--- config.mk ---
export PLATFORM = sky130hd
export DESIGN_NAME = ldr_top
export DESIGN_NICKNAME = d
export VERILOG_FILES = /design/src/verilog/ldr_pkg.sv /design/src/verilog/ldr_top.sv
export SDC_FILE = /design/constraint.sdc
export NUM_CORES = 1
export LEC_CHECK = 0
export ABC_AREA = 1
export BUFFER_PORTS_ARGS = -buffer_cell sky130_fd_sc_hd__buf_2
export CAP_MARGIN = 0
export CORE_MARGIN = 2
export CORE_UTILIZATION = 45
export CTS_BUF_LIST = sky130_fd_sc_hd__clkbuf_8
export CTS_CLUSTER_DIAMETER = 100
export CTS_CLUSTER_SIZE = 30
export DETAILED_ROUTE_END_ITERATION = 8
export HOLD_SLACK_MARGIN = 0.03
export SKIP_LAST_GASP = 1
export SYNTH_ARGS = -nofsm -noshare
export SYNTH_HDL_FRONTEND = slang
export SYNTH_SLANG_ARGS = --single-unit
--- constraint.sdc ---
create_clock -name clk -period 6.6 [get_ports clk]
set_clock_uncertainty 0.2 [all_clocks]
set_input_delay 1.32 -clock clk [delete_from_list [all_inputs] [get_ports clk]]
set_output_delay 1.32 -clock clk [all_outputs]
set_load 0.01 [all_outputs]
--- src/verilog/ldr_pkg.sv ---
/*
 * constants, types and register map of the local dma receive ring and
 * receive status block.
 * assumes one system clock, an 8-bit register port and a byte-wide buffer
 * memory write port that never stalls.
 */
// Behaviour
// - good packet: status byte written into buffer memory with the packet.
// - errored packet kept when saving enabled: status written at packet head.
// - errored packet rejected: status byte never written to memory.
// - status cleared when next packet starts; undefined before first reception.
// - bit 0 set only when crc, alignment, overflow and missed bits are zero.
// - bit 1 on crc error, bumps checksum tally; also set on alignment error. code sets bit 1 but skips the tally for listen-only frames.
// - bit 2 when packet ends off byte boundary with bad crc; bumps alignment tally. code sets bit 2 but skips the tally for listen-only frames.
// - fifo overflow sets bit 3 and aborts the packet.
// - bit 4 and lost tally when no buffers or listen-only mode.
// - bit 5 clear for physical match, set for multicast match.
// - bit 6 set entering listen-only, cleared on leaving it.
// - bit 7 on carrier or collision; held while jabber collision persists.
// - alignment-without-crc never reported; both bits mean both errors.
// - every register is 8 bits; transmit length split low and high.
// - transmit address is page in bits 15..8 with low byte zero.
// - transmit length up to 64 Kbytes, never truncated above 1500 bytes.
// - receive ring of 256-byte pages bounded by start and stop pages.
// - next page equal to boundary aborts the local dma.
// - current page holds packet first buffer; pointers restored on error.
// - full local dma address readable as high and low bytes.
// - keep-errored bit decides whether errored packets and status are stored.
// - listen-only checks packets, stores nothing, counts them as lost.
`default_nettype none
package ldr_pkg;
  // ***********************************************************
  // register offsets
  // ***********************************************************
  localparam logic [3:0] ADDR_RX_STATUS = 4'hc;
  localparam logic [3:0] ADDR_TX_PAGE = 4'h0;
  localparam logic [3:0] ADDR_TX_LEN_LO = 4'h1;
  localparam logic [3:0] ADDR_TX_LEN_HI = 4'h2;
  localparam logic [3:0] ADDR_RING_START = 4'h3;
  localparam logic [3:0] ADDR_RING_STOP = 4'h4;
  localparam logic [3:0] ADDR_RING_BOUND = 4'h5;
  localparam logic [3:0] ADDR_CUR_PAGE = 4'h6;
  localparam logic [3:0] ADDR_LOCAL_LO = 4'h7;
  localparam logic [3:0] ADDR_LOCAL_HI = 4'h8;
  localparam logic [3:0] ADDR_RX_CONFIG = 4'h9;
  localparam logic [3:0] ADDR_TALLY_ALIGN = 4'ha;
  localparam logic [3:0] ADDR_TALLY_CRC = 4'hb;
  localparam logic [3:0] ADDR_TALLY_LOST = 4'hd;
  // ***********************************************************
  // field positions and values
  // ***********************************************************
  localparam int CFG_KEEP_ERR = 0;
  localparam int CFG_LISTEN = 5;
  localparam logic [7:0] TALLY_MAX = 8'hc0;
  localparam logic [7:0] RESET_BYTE = 8'h00;
  localparam logic [7:0] LOW_BYTE_ZERO = 8'h00;
  localparam logic [7:0] RING_START_RESET = 8'h46;
  localparam logic [7:0] RING_STOP_RESET = 8'h80;
  localparam logic [7:0] STATUS_OFFSET = 8'h00;
  localparam logic [7:0] FIRST_DATA_OFFSET = 8'h04;

  // receive status byte, bit 7 first
  typedef struct packed {
    logic deferringFlag;
    logic receiverOffFlag;
    logic groupAddressFlag;
    logic missedFrameFlag;
    logic fifoOverflowFlag;
    logic alignmentErrorFlag;
    logic crcErrorFlag;
    logic receivedIntact;
  } ldr_status_type;

  // end-of-frame report from the network receive path
  typedef struct packed {
    logic crcBad;
    logic offByte;
    logic overflow;
    logic multicast;
  } ldr_frame_end_type;

  // memory write from the local dma
  typedef struct packed {
    logic valid;
    logic [15:0] addr;
    logic [7:0] data;
  } ldr_mem_write_type;

  typedef enum logic [1:0] {
    ST_IDLE = 2'b00,
    ST_DATA = 2'b01,
    ST_STATUS = 2'b11,
    ST_DROP = 2'b10
  } ldr_state_type;
endpackage
`default_nettype wire

--- src/verilog/ldr_top.sv ---
/*
 * local dma receive ring, transmit pointer registers and receive status.
 * assumes rx path pulses are synchronous to clk and at most one per cycle;
 * carrier and jabber levels come from pins and are synchronised here.
 */
`timescale 1ns/1ns
`default_nettype none
module ldr_top
  import ldr_pkg::*;
(
  // clock, reset, enable
  input wire logic clk,
  input wire logic resetn,
  input wire logic clkEn,
  // register port
  input wire logic [3:0] regAddr,
  input wire logic [7:0] regWrData,
  input wire logic regWrite,
  input wire logic regRead,
  output logic [7:0] regRdData,
  // network receive path
  input wire logic frameStart,
  input wire logic frameForUs,
  input wire logic byteValid,
  input wire logic [7:0] byteData,
  input wire logic frameEnd,
  input wire ldr_frame_end_type frameInfo,
  // asynchronous line levels
  input wire logic carrierPin,
  input wire logic jabberPin,
  // buffer memory and transmit dma
  output ldr_mem_write_type memWrite,
  output logic [15:0] txStartAddr,
  output logic [15:0] txLength,
  output logic rxAbort
);
  // ***********************************************************
  // reset and input synchronisers
  // ***********************************************************
  logic [1:0] rstSync;
  logic rstn;
  logic [1:0] carSync;
  logic [1:0] jabSync;
  always_ff @(posedge clk or negedge resetn) begin
    if (!resetn) begin
      rstSync <= 2'b00;
    end else begin
      rstSync <= {rstSync[0], 1'b1};
    end
  end
  assign rstn = rstSync[1];

  // carrier and jabber come off the line: two flops before use
  always_ff @(posedge clk or negedge rstn) begin
    if (!rstn) begin
      carSync <= 2'b00;
      jabSync <= 2'b00;
    end else if (clkEn) begin
      carSync <= {carSync[0], carrierPin};
      jabSync <= {jabSync[0], jabberPin};
    end
  end

  // ***********************************************************
  // registers
  // ***********************************************************
  logic [7:0] txPage;
  logic [7:0] txLenLo;
  logic [7:0] txLenHi;
  logic [7:0] ringStart;
  logic [7:0] ringStop;
  logic [7:0] ringBound;
  logic [7:0] curPage;
  logic [7:0] rxConfig;
  logic [7:0] tallyAlign;
  logic [7:0] tallyCrc;
  logic [7:0] tallyLost;
  ldr_status_type status;
  ldr_state_type state;
  logic [15:0] localAddr;
  logic [7:0] nextPage;
  logic [7:0] wrapPage;
  logic keepErr;
  logic listen;
  logic errFrame;
  logic frameEndOk;
  logic goodFrame;

  assign keepErr = rxConfig[CFG_KEEP_ERR];
  assign listen = rxConfig[CFG_LISTEN];

  // software writes; current page is written at init only by convention
  always_ff @(posedge clk or negedge rstn) begin
    if (!rstn) begin
      txPage <= RESET_BYTE;
      txLenLo <= RESET_BYTE;
      txLenHi <= RESET_BYTE;
      ringStart <= RING_START_RESET;
      ringStop <= RING_STOP_RESET;
      ringBound <= RING_START_RESET;
      rxConfig <= RESET_BYTE;
    end else if (clkEn && regWrite) begin
      case (regAddr)
        ADDR_TX_PAGE: txPage <= regWrData;
        ADDR_TX_LEN_LO: txLenLo <= regWrData;
        ADDR_TX_LEN_HI: txLenHi <= regWrData;
        ADDR_RING_START: ringStart <= regWrData;
        ADDR_RING_STOP: ringStop <= regWrData;
        ADDR_RING_BOUND: ringBound <= regWrData;
        ADDR_RX_CONFIG: rxConfig <= regWrData;
        default: begin
        end
      endcase
    end
  end

  // transmit pointer: page in the high byte, low byte zero
  assign txStartAddr = {txPage, LOW_BYTE_ZERO};
  // full 16 bits, no cap so long frames pass untruncated
  assign txLength = {txLenHi, txLenLo};

  // ***********************************************************
  // ring pointer arithmetic
  // ***********************************************************
  // wrap before comparing with the boundary so a full ring is seen
  always_comb begin
    wrapPage = localAddr[15:8] + 8'h01;
    if (wrapPage == ringStop) begin
      wrapPage = ringStart;
    end
  end
  assign nextPage = wrapPage;

  assign errFrame = frameInfo.crcBad;
  assign frameEndOk = !frameInfo.overflow && !errFrame;
  assign goodFrame = frameEndOk;

  // ***********************************************************
  // receive dma state machine
  // ***********************************************************
  logic pageCross;
  logic bndHit;
  assign pageCross = (localAddr[7:0] == 8'hff);
  assign bndHit = pageCross && (nextPage == ringBound);

  always_ff @(posedge clk or negedge rstn) begin
    if (!rstn) begin
      state <= ST_IDLE;
      localAddr <= {RING_START_RESET, FIRST_DATA_OFFSET};
      curPage <= RING_START_RESET;
      memWrite <= '0;
      rxAbort <= 1'b0;
    end else if (clkEn) begin
      memWrite.valid <= 1'b0;
      rxAbort <= 1'b0;
      if (regWrite && regAddr == ADDR_CUR_PAGE) begin
        curPage <= regWrData;
        localAddr <= {regWrData, FIRST_DATA_OFFSET};
      end
      case (state)
        ST_IDLE: begin
          if (frameStart) begin
            localAddr <= {curPage, FIRST_DATA_OFFSET};
            if (listen || !frameForUs) begin
              state <= ST_DROP;
            end else begin
              state <= ST_DATA;
            end
          end
        end
        ST_DATA: begin
          if (frameEnd) begin
            if (frameInfo.overflow || (errFrame && !keepErr)) begin
              localAddr <= {curPage, FIRST_DATA_OFFSET};
              state <= ST_IDLE;
            end else begin
              state <= ST_STATUS;
            end
          end else if (byteValid) begin
            memWrite.valid <= 1'b1;
            memWrite.addr <= localAddr;
            memWrite.data <= byteData;
            if (bndHit) begin
              rxAbort <= 1'b1;
              localAddr <= {curPage, FIRST_DATA_OFFSET};
              state <= ST_DROP;
            end else if (pageCross) begin
              localAddr <= {nextPage, LOW_BYTE_ZERO};
            end else begin
              localAddr <= localAddr + 16'h0001;
            end
          end
        end
        ST_STATUS: begin
          // status at the head of the packet's first page
          memWrite.valid <= 1'b1;
          memWrite.addr <= {curPage, STATUS_OFFSET};
          memWrite.data <= status;
          curPage <= nextPage;
          localAddr <= {nextPage, FIRST_DATA_OFFSET};
          state <= ST_IDLE;
        end
        ST_DROP: begin
          if (frameEnd) begin
            state <= ST_IDLE;
          end
        end
        default: state <= ST_IDLE;
      endcase
    end
  end

  // ***********************************************************
  // receive status
  // ***********************************************************
  logic lostFrame;
  assign lostFrame = frameStart && frameForUs && (listen || state != ST_IDLE);

  // frame bits rebuilt at each end; the line bits track their causes
  always_ff @(posedge clk or negedge rstn) begin
    if (!rstn) begin
      status <= '0;
    end else if (clkEn) begin
      status.receiverOffFlag <= listen;
      status.deferringFlag <= carSync[1] || jabSync[1];
      if (frameStart) begin
        status.receivedIntact <= 1'b0;
        status.crcErrorFlag <= 1'b0;
        status.alignmentErrorFlag <= 1'b0;
        status.fifoOverflowFlag <= 1'b0;
        status.missedFrameFlag <= lostFrame;
        status.groupAddressFlag <= 1'b0;
      end else if (frameEnd && state != ST_IDLE) begin
        status.crcErrorFlag <= frameInfo.crcBad;
        // alignment only reported together with a crc failure
        status.alignmentErrorFlag <= frameInfo.crcBad && frameInfo.offByte;
        status.fifoOverflowFlag <= frameInfo.overflow;
        status.groupAddressFlag <= frameInfo.multicast;
        status.receivedIntact <= goodFrame && !status.missedFrameFlag && state == ST_DATA;
      end
      // a ring overrun abort means the frame found no buffer, so it counts as missed
      if (rxAbort) begin
        status.missedFrameFlag <= 1'b1;
      end
    end
  end

  // ***********************************************************
  // tallies, saturating, cleared on read; a bump beats the clear
  // ***********************************************************
  logic bumpCrc;
  logic bumpAlign;
  logic bumpLost;
  assign bumpCrc = clkEn && frameEnd && state != ST_IDLE && state != ST_DROP && frameInfo.crcBad;
  assign bumpAlign = bumpCrc && frameInfo.offByte;
  assign bumpLost = clkEn && (lostFrame || (rxAbort && state == ST_DROP));

  always_ff @(posedge clk or negedge rstn) begin
    if (!rstn) begin
      tallyCrc <= RESET_BYTE;
      tallyAlign <= RESET_BYTE;
      tallyLost <= RESET_BYTE;
    end else if (clkEn) begin
      if (bumpCrc) begin
        tallyCrc <= (tallyCrc == TALLY_MAX) ? tallyCrc : tallyCrc + 8'h01;
      end else if (regRead && regAddr == ADDR_TALLY_CRC) begin
        tallyCrc <= RESET_BYTE;
      end
      if (bumpAlign) begin
        tallyAlign <= (tallyAlign == TALLY_MAX) ? tallyAlign : tallyAlign + 8'h01;
      end else if (regRead && regAddr == ADDR_TALLY_ALIGN) begin
        tallyAlign <= RESET_BYTE;
      end
      if (bumpLost) begin
        tallyLost <= (tallyLost == TALLY_MAX) ? tallyLost : tallyLost + 8'h01;
      end else if (regRead && regAddr == ADDR_TALLY_LOST) begin
        tallyLost <= RESET_BYTE;
      end
    end
  end

  // ***********************************************************
  // read port: data one cycle after the strobe
  // ***********************************************************
  always_ff @(posedge clk or negedge rstn) begin
    if (!rstn) begin
      regRdData <= RESET_BYTE;
    end else if (clkEn) begin
      if (regRead) begin
        case (regAddr)
          ADDR_RX_STATUS: regRdData <= status;
          ADDR_TX_PAGE: regRdData <= txPage;
          ADDR_TX_LEN_LO: regRdData <= txLenLo;
          ADDR_TX_LEN_HI: regRdData <= txLenHi;
          ADDR_RING_START: regRdData <= ringStart;
          ADDR_RING_STOP: regRdData <= ringStop;
          ADDR_RING_BOUND: regRdData <= ringBound;
          ADDR_CUR_PAGE: regRdData <= curPage;
          ADDR_LOCAL_LO: regRdData <= localAddr[7:0];
          ADDR_LOCAL_HI: regRdData <= localAddr[15:8];
          ADDR_RX_CONFIG: regRdData <= rxConfig;
          ADDR_TALLY_ALIGN: regRdData <= tallyAlign;
          ADDR_TALLY_CRC: regRdData <= tallyCrc;
          ADDR_TALLY_LOST: regRdData <= tallyLost;
          default: regRdData <= RESET_BYTE;
        endcase
      end else begin
        regRdData <= RESET_BYTE;
      end
    end
  end
endmodule // ldr_top
`default_nettype wire
==> results.cfg <==
[global_route]
grt_pass1_vias = 8264
grt_start_max_net_pins = 81
grt-ovfl-total = 0
grt_usage_pct = 29.8
antenna_found_initial = 0
grt_pass1_wl_mm = 49.2

[synthesis]
ys_warn_count = 0
postSynthAreaPerCell_um2 = 7.37
synth_edf_count = 0
ys.flop_type = dfrtp_1
yosys.area.top_type = dfrtp_1
synthTopCellsByArea = dfrtp_1, nand2_1, o21ai_0
seq_area_frac_synth_pct = 42.1
synthCells = 1248
synth_cell_types = 50
synth_top_area_share_pct = 38.1
synth-seq-cells = 154
synth_area_mm2 = 0.00920
synthArstFlopShare_pct = 100

[drt]
dr_total_vias = 8974
dr.pass1.iters = 6
wire_per_inst_um = 19.6
wirelength_mm = 31.6
viasPerCell = 5.57
drtIter0Drc = 798
final_antenna_net_count = 0
drc = 0

[clocking]
cts_tree = done
clkTransAtPathRegs_ns = 0.10
cts_sinks = 154
clk_path_buf_depth = 2
ctsHoldBuffers = 0
htreeDepth = 4
cts_resized = 0
root_buffer = clkbuf_8
clk_latency_ns = 0.48
cts_made_buffers = 17
post-cts-setup-buffers = 0

[worst_setup_path]
reg2reg_from = state[0]$_DFFE_PN0P_
cp_max_fo = 41
crit_start = byteValid
critPathCaptureType = register
critPathArrivalTime_ns = 4.21
rr_worst_depth = 8
critical_path_required_ns = 6.77
ff2ff_setup_slack_ns = 2.93
critPathKind = in -> reg
critPathLaunchType = primary input

[place]
io_buffer_count = 92
hpwl_mm = 23.7
place_congestion = 0.971

[power_and_ir_drop]
irDropWorstVdd_mv = 0.152
p_leak_nw = 4.90
p_per_area_mw_per_mm2 = 363

[finish]
final_common_cell = nand2_1
mostFrequentLayoutCells = nand2_1, o21ai_0, inv_1
final_util_pct = 50.7
area_growth_pct = 11.1
drive_gt1_share_pct = 13.9
nets = 1371
num_antenna_cells = 0
fillers = 2049

[min_path]
hold_class = reg -> reg
hold_path_depth = 0
min-delay-start = rstSync[0]$_DFF_PN0_

[sta]
hold_viol = 0
min_period_over_period_pct = 61.2
worst_slew_pin_slew_ns = 1.08
fmax_mhz = 247
fin_setup_tns_ns = 0
report.final.slew_viol_count = 0
slew_headroom_pct = 27.6
rsz0062_at_grt = no
setup_viol = 0
period_needed_ns = 4.04

[floorplanning]
die_x_um = 147
fp.dieH_um = 147
ioPinCount = 101
rows = 52
initial_core_util_pct = 45.6
coreArea_mm2 = 0.0202
die_area_mm2 = 0.0216

[outcome]
status = finished clean

[run]
cap_violations = 0
per-layer routing:
| metal | part of all wire [%] | GRT usage, % | routed length, um | up-vias |
|---|---|---|---|---|
| li1 | - | - | - | 4320 |
| met1 | 46 | 43.8 | 14600 | 4244 |
| met2 | 44 | 46.2 | 14000 | 355 |
| met3 | 6.7 | 3.98 | 2100 | 55 |
| met4 | 2.9 | 9.04 | 902 | 0 |
| met5 | 0 | 0 | 0 | - |
cells by family after synthesis:
logic type | count (synthesis) | share of synthesized area (%)
flip-flops | 154 | 42.1
adder cells (fa/ha/maj) | 8 | 1.09
buffers and inverters | 196 | 8.43
XOR/XNOR | 9 | 0.857
other | 2 | 0.0817
AO/OA/AOI/OAI | 304 | 19.0
AND/OR/NAND/NOR | 575 | 28.5
synthesized netlist by cell type (2+ instances only):
cell       instances
a2111oi_0          7
a21oi_1           51
nor4_1             5
o21ai_0          168
buf_4             10
or2_2              2
nor2_2             2
o21bai_1          11
nor3b_1            2
o21a_1             2
o211ai_1           3
nand3_4            2
xor2_1             8
a211oi_1           8
nor2_1            61
nand3b_1           4
nand2_2           11
a22oi_1           17
nand4_1           13
conb_1             2
inv_1            146
clkinv_1           3
ha_1               8
nand3_1          100
a22o_1             5
o22ai_1           20
clkbuf_1          27
nor2_8             3
inv_2              5
o2111ai_1          3
buf_2              2
dfrtp_1          140
nand2_1          331
nand3_2            7
nor2_4             6
nand2_4            5
buf_1              3
dfstp_2           14
nor3_1            20
final timing paths:
path | endpoint
worst max-delay path | memWrite[18]$_DFFE_PN0P_
worst min-delay path | rstSync[1]$_DFF_PN0_
worst max register to register | memWrite[18]$_DFFE_PN0P_
worst min register to register | rstSync[1]$_DFF_PN0_
max in group asynchronous | localAddr[3]$_DFFE_PN0P_
min in group asynchronous | tallyAlign[1]$_DFFE_PN0P_
worst max-delay path: stages:
cell	delay, ns
buf_2	0.12
inv_1	0.05
nor2_1	0.59
inv_1	0.14
nor2_1	0.86
inv_1	0.14
a21oi_1	0.16
inv_1	0.45
o21ai_0	0.37
sequential cells by signal, summed over array words and instances (netlist names), 8 cells and up:
name        cells
tallyAlign      8
txLenLo         8
ringStart       8
ringBound       8
tallyCrc        8
regRdData       8
curPage         8
tallyLost       8
ringStop        8
txLenHi         8
status          8
txPage          8
memWrite       25
rxConfig        8
localAddr      16
power by group:
group | switching, mW | leakage, nW | internal (mW)
logic | 0.992 | 2.74 | 0.483
registers | 0.326 | 1.97 | 1.20
clock network | 0.426 | 0.183 | 0.274
total | 1.74 | 4.90 | 1.96
through the flow:
step                      power, mW  setup WS [ns]  cell area [um2]  cells  hold WS [ns]
after floorplan                2.48           1.82             9220   1255         0.131
after global placement         2.99           2.31             9860   1579         0.135
after detailed placement       3.00           2.09             9860   1579         0.138
after CTS                      3.69           2.57            10200   1611         0.163
after global routing           3.97           2.12            10200   1611         0.172
final                          3.71           2.56            10200   1611         0.158
layout make-up:
cell class	count	area, um2	area share [%]
multi-input combinational	905	4580	44.8
sequential	154	3870	37.9
inverter	154	578	5.66
timing repair buffer	96	490	4.80
tap	270	338	3.31
clock buffer	17	234	2.29
clock inverter	15	129	1.26
Power figures use the tool's default switching activity.
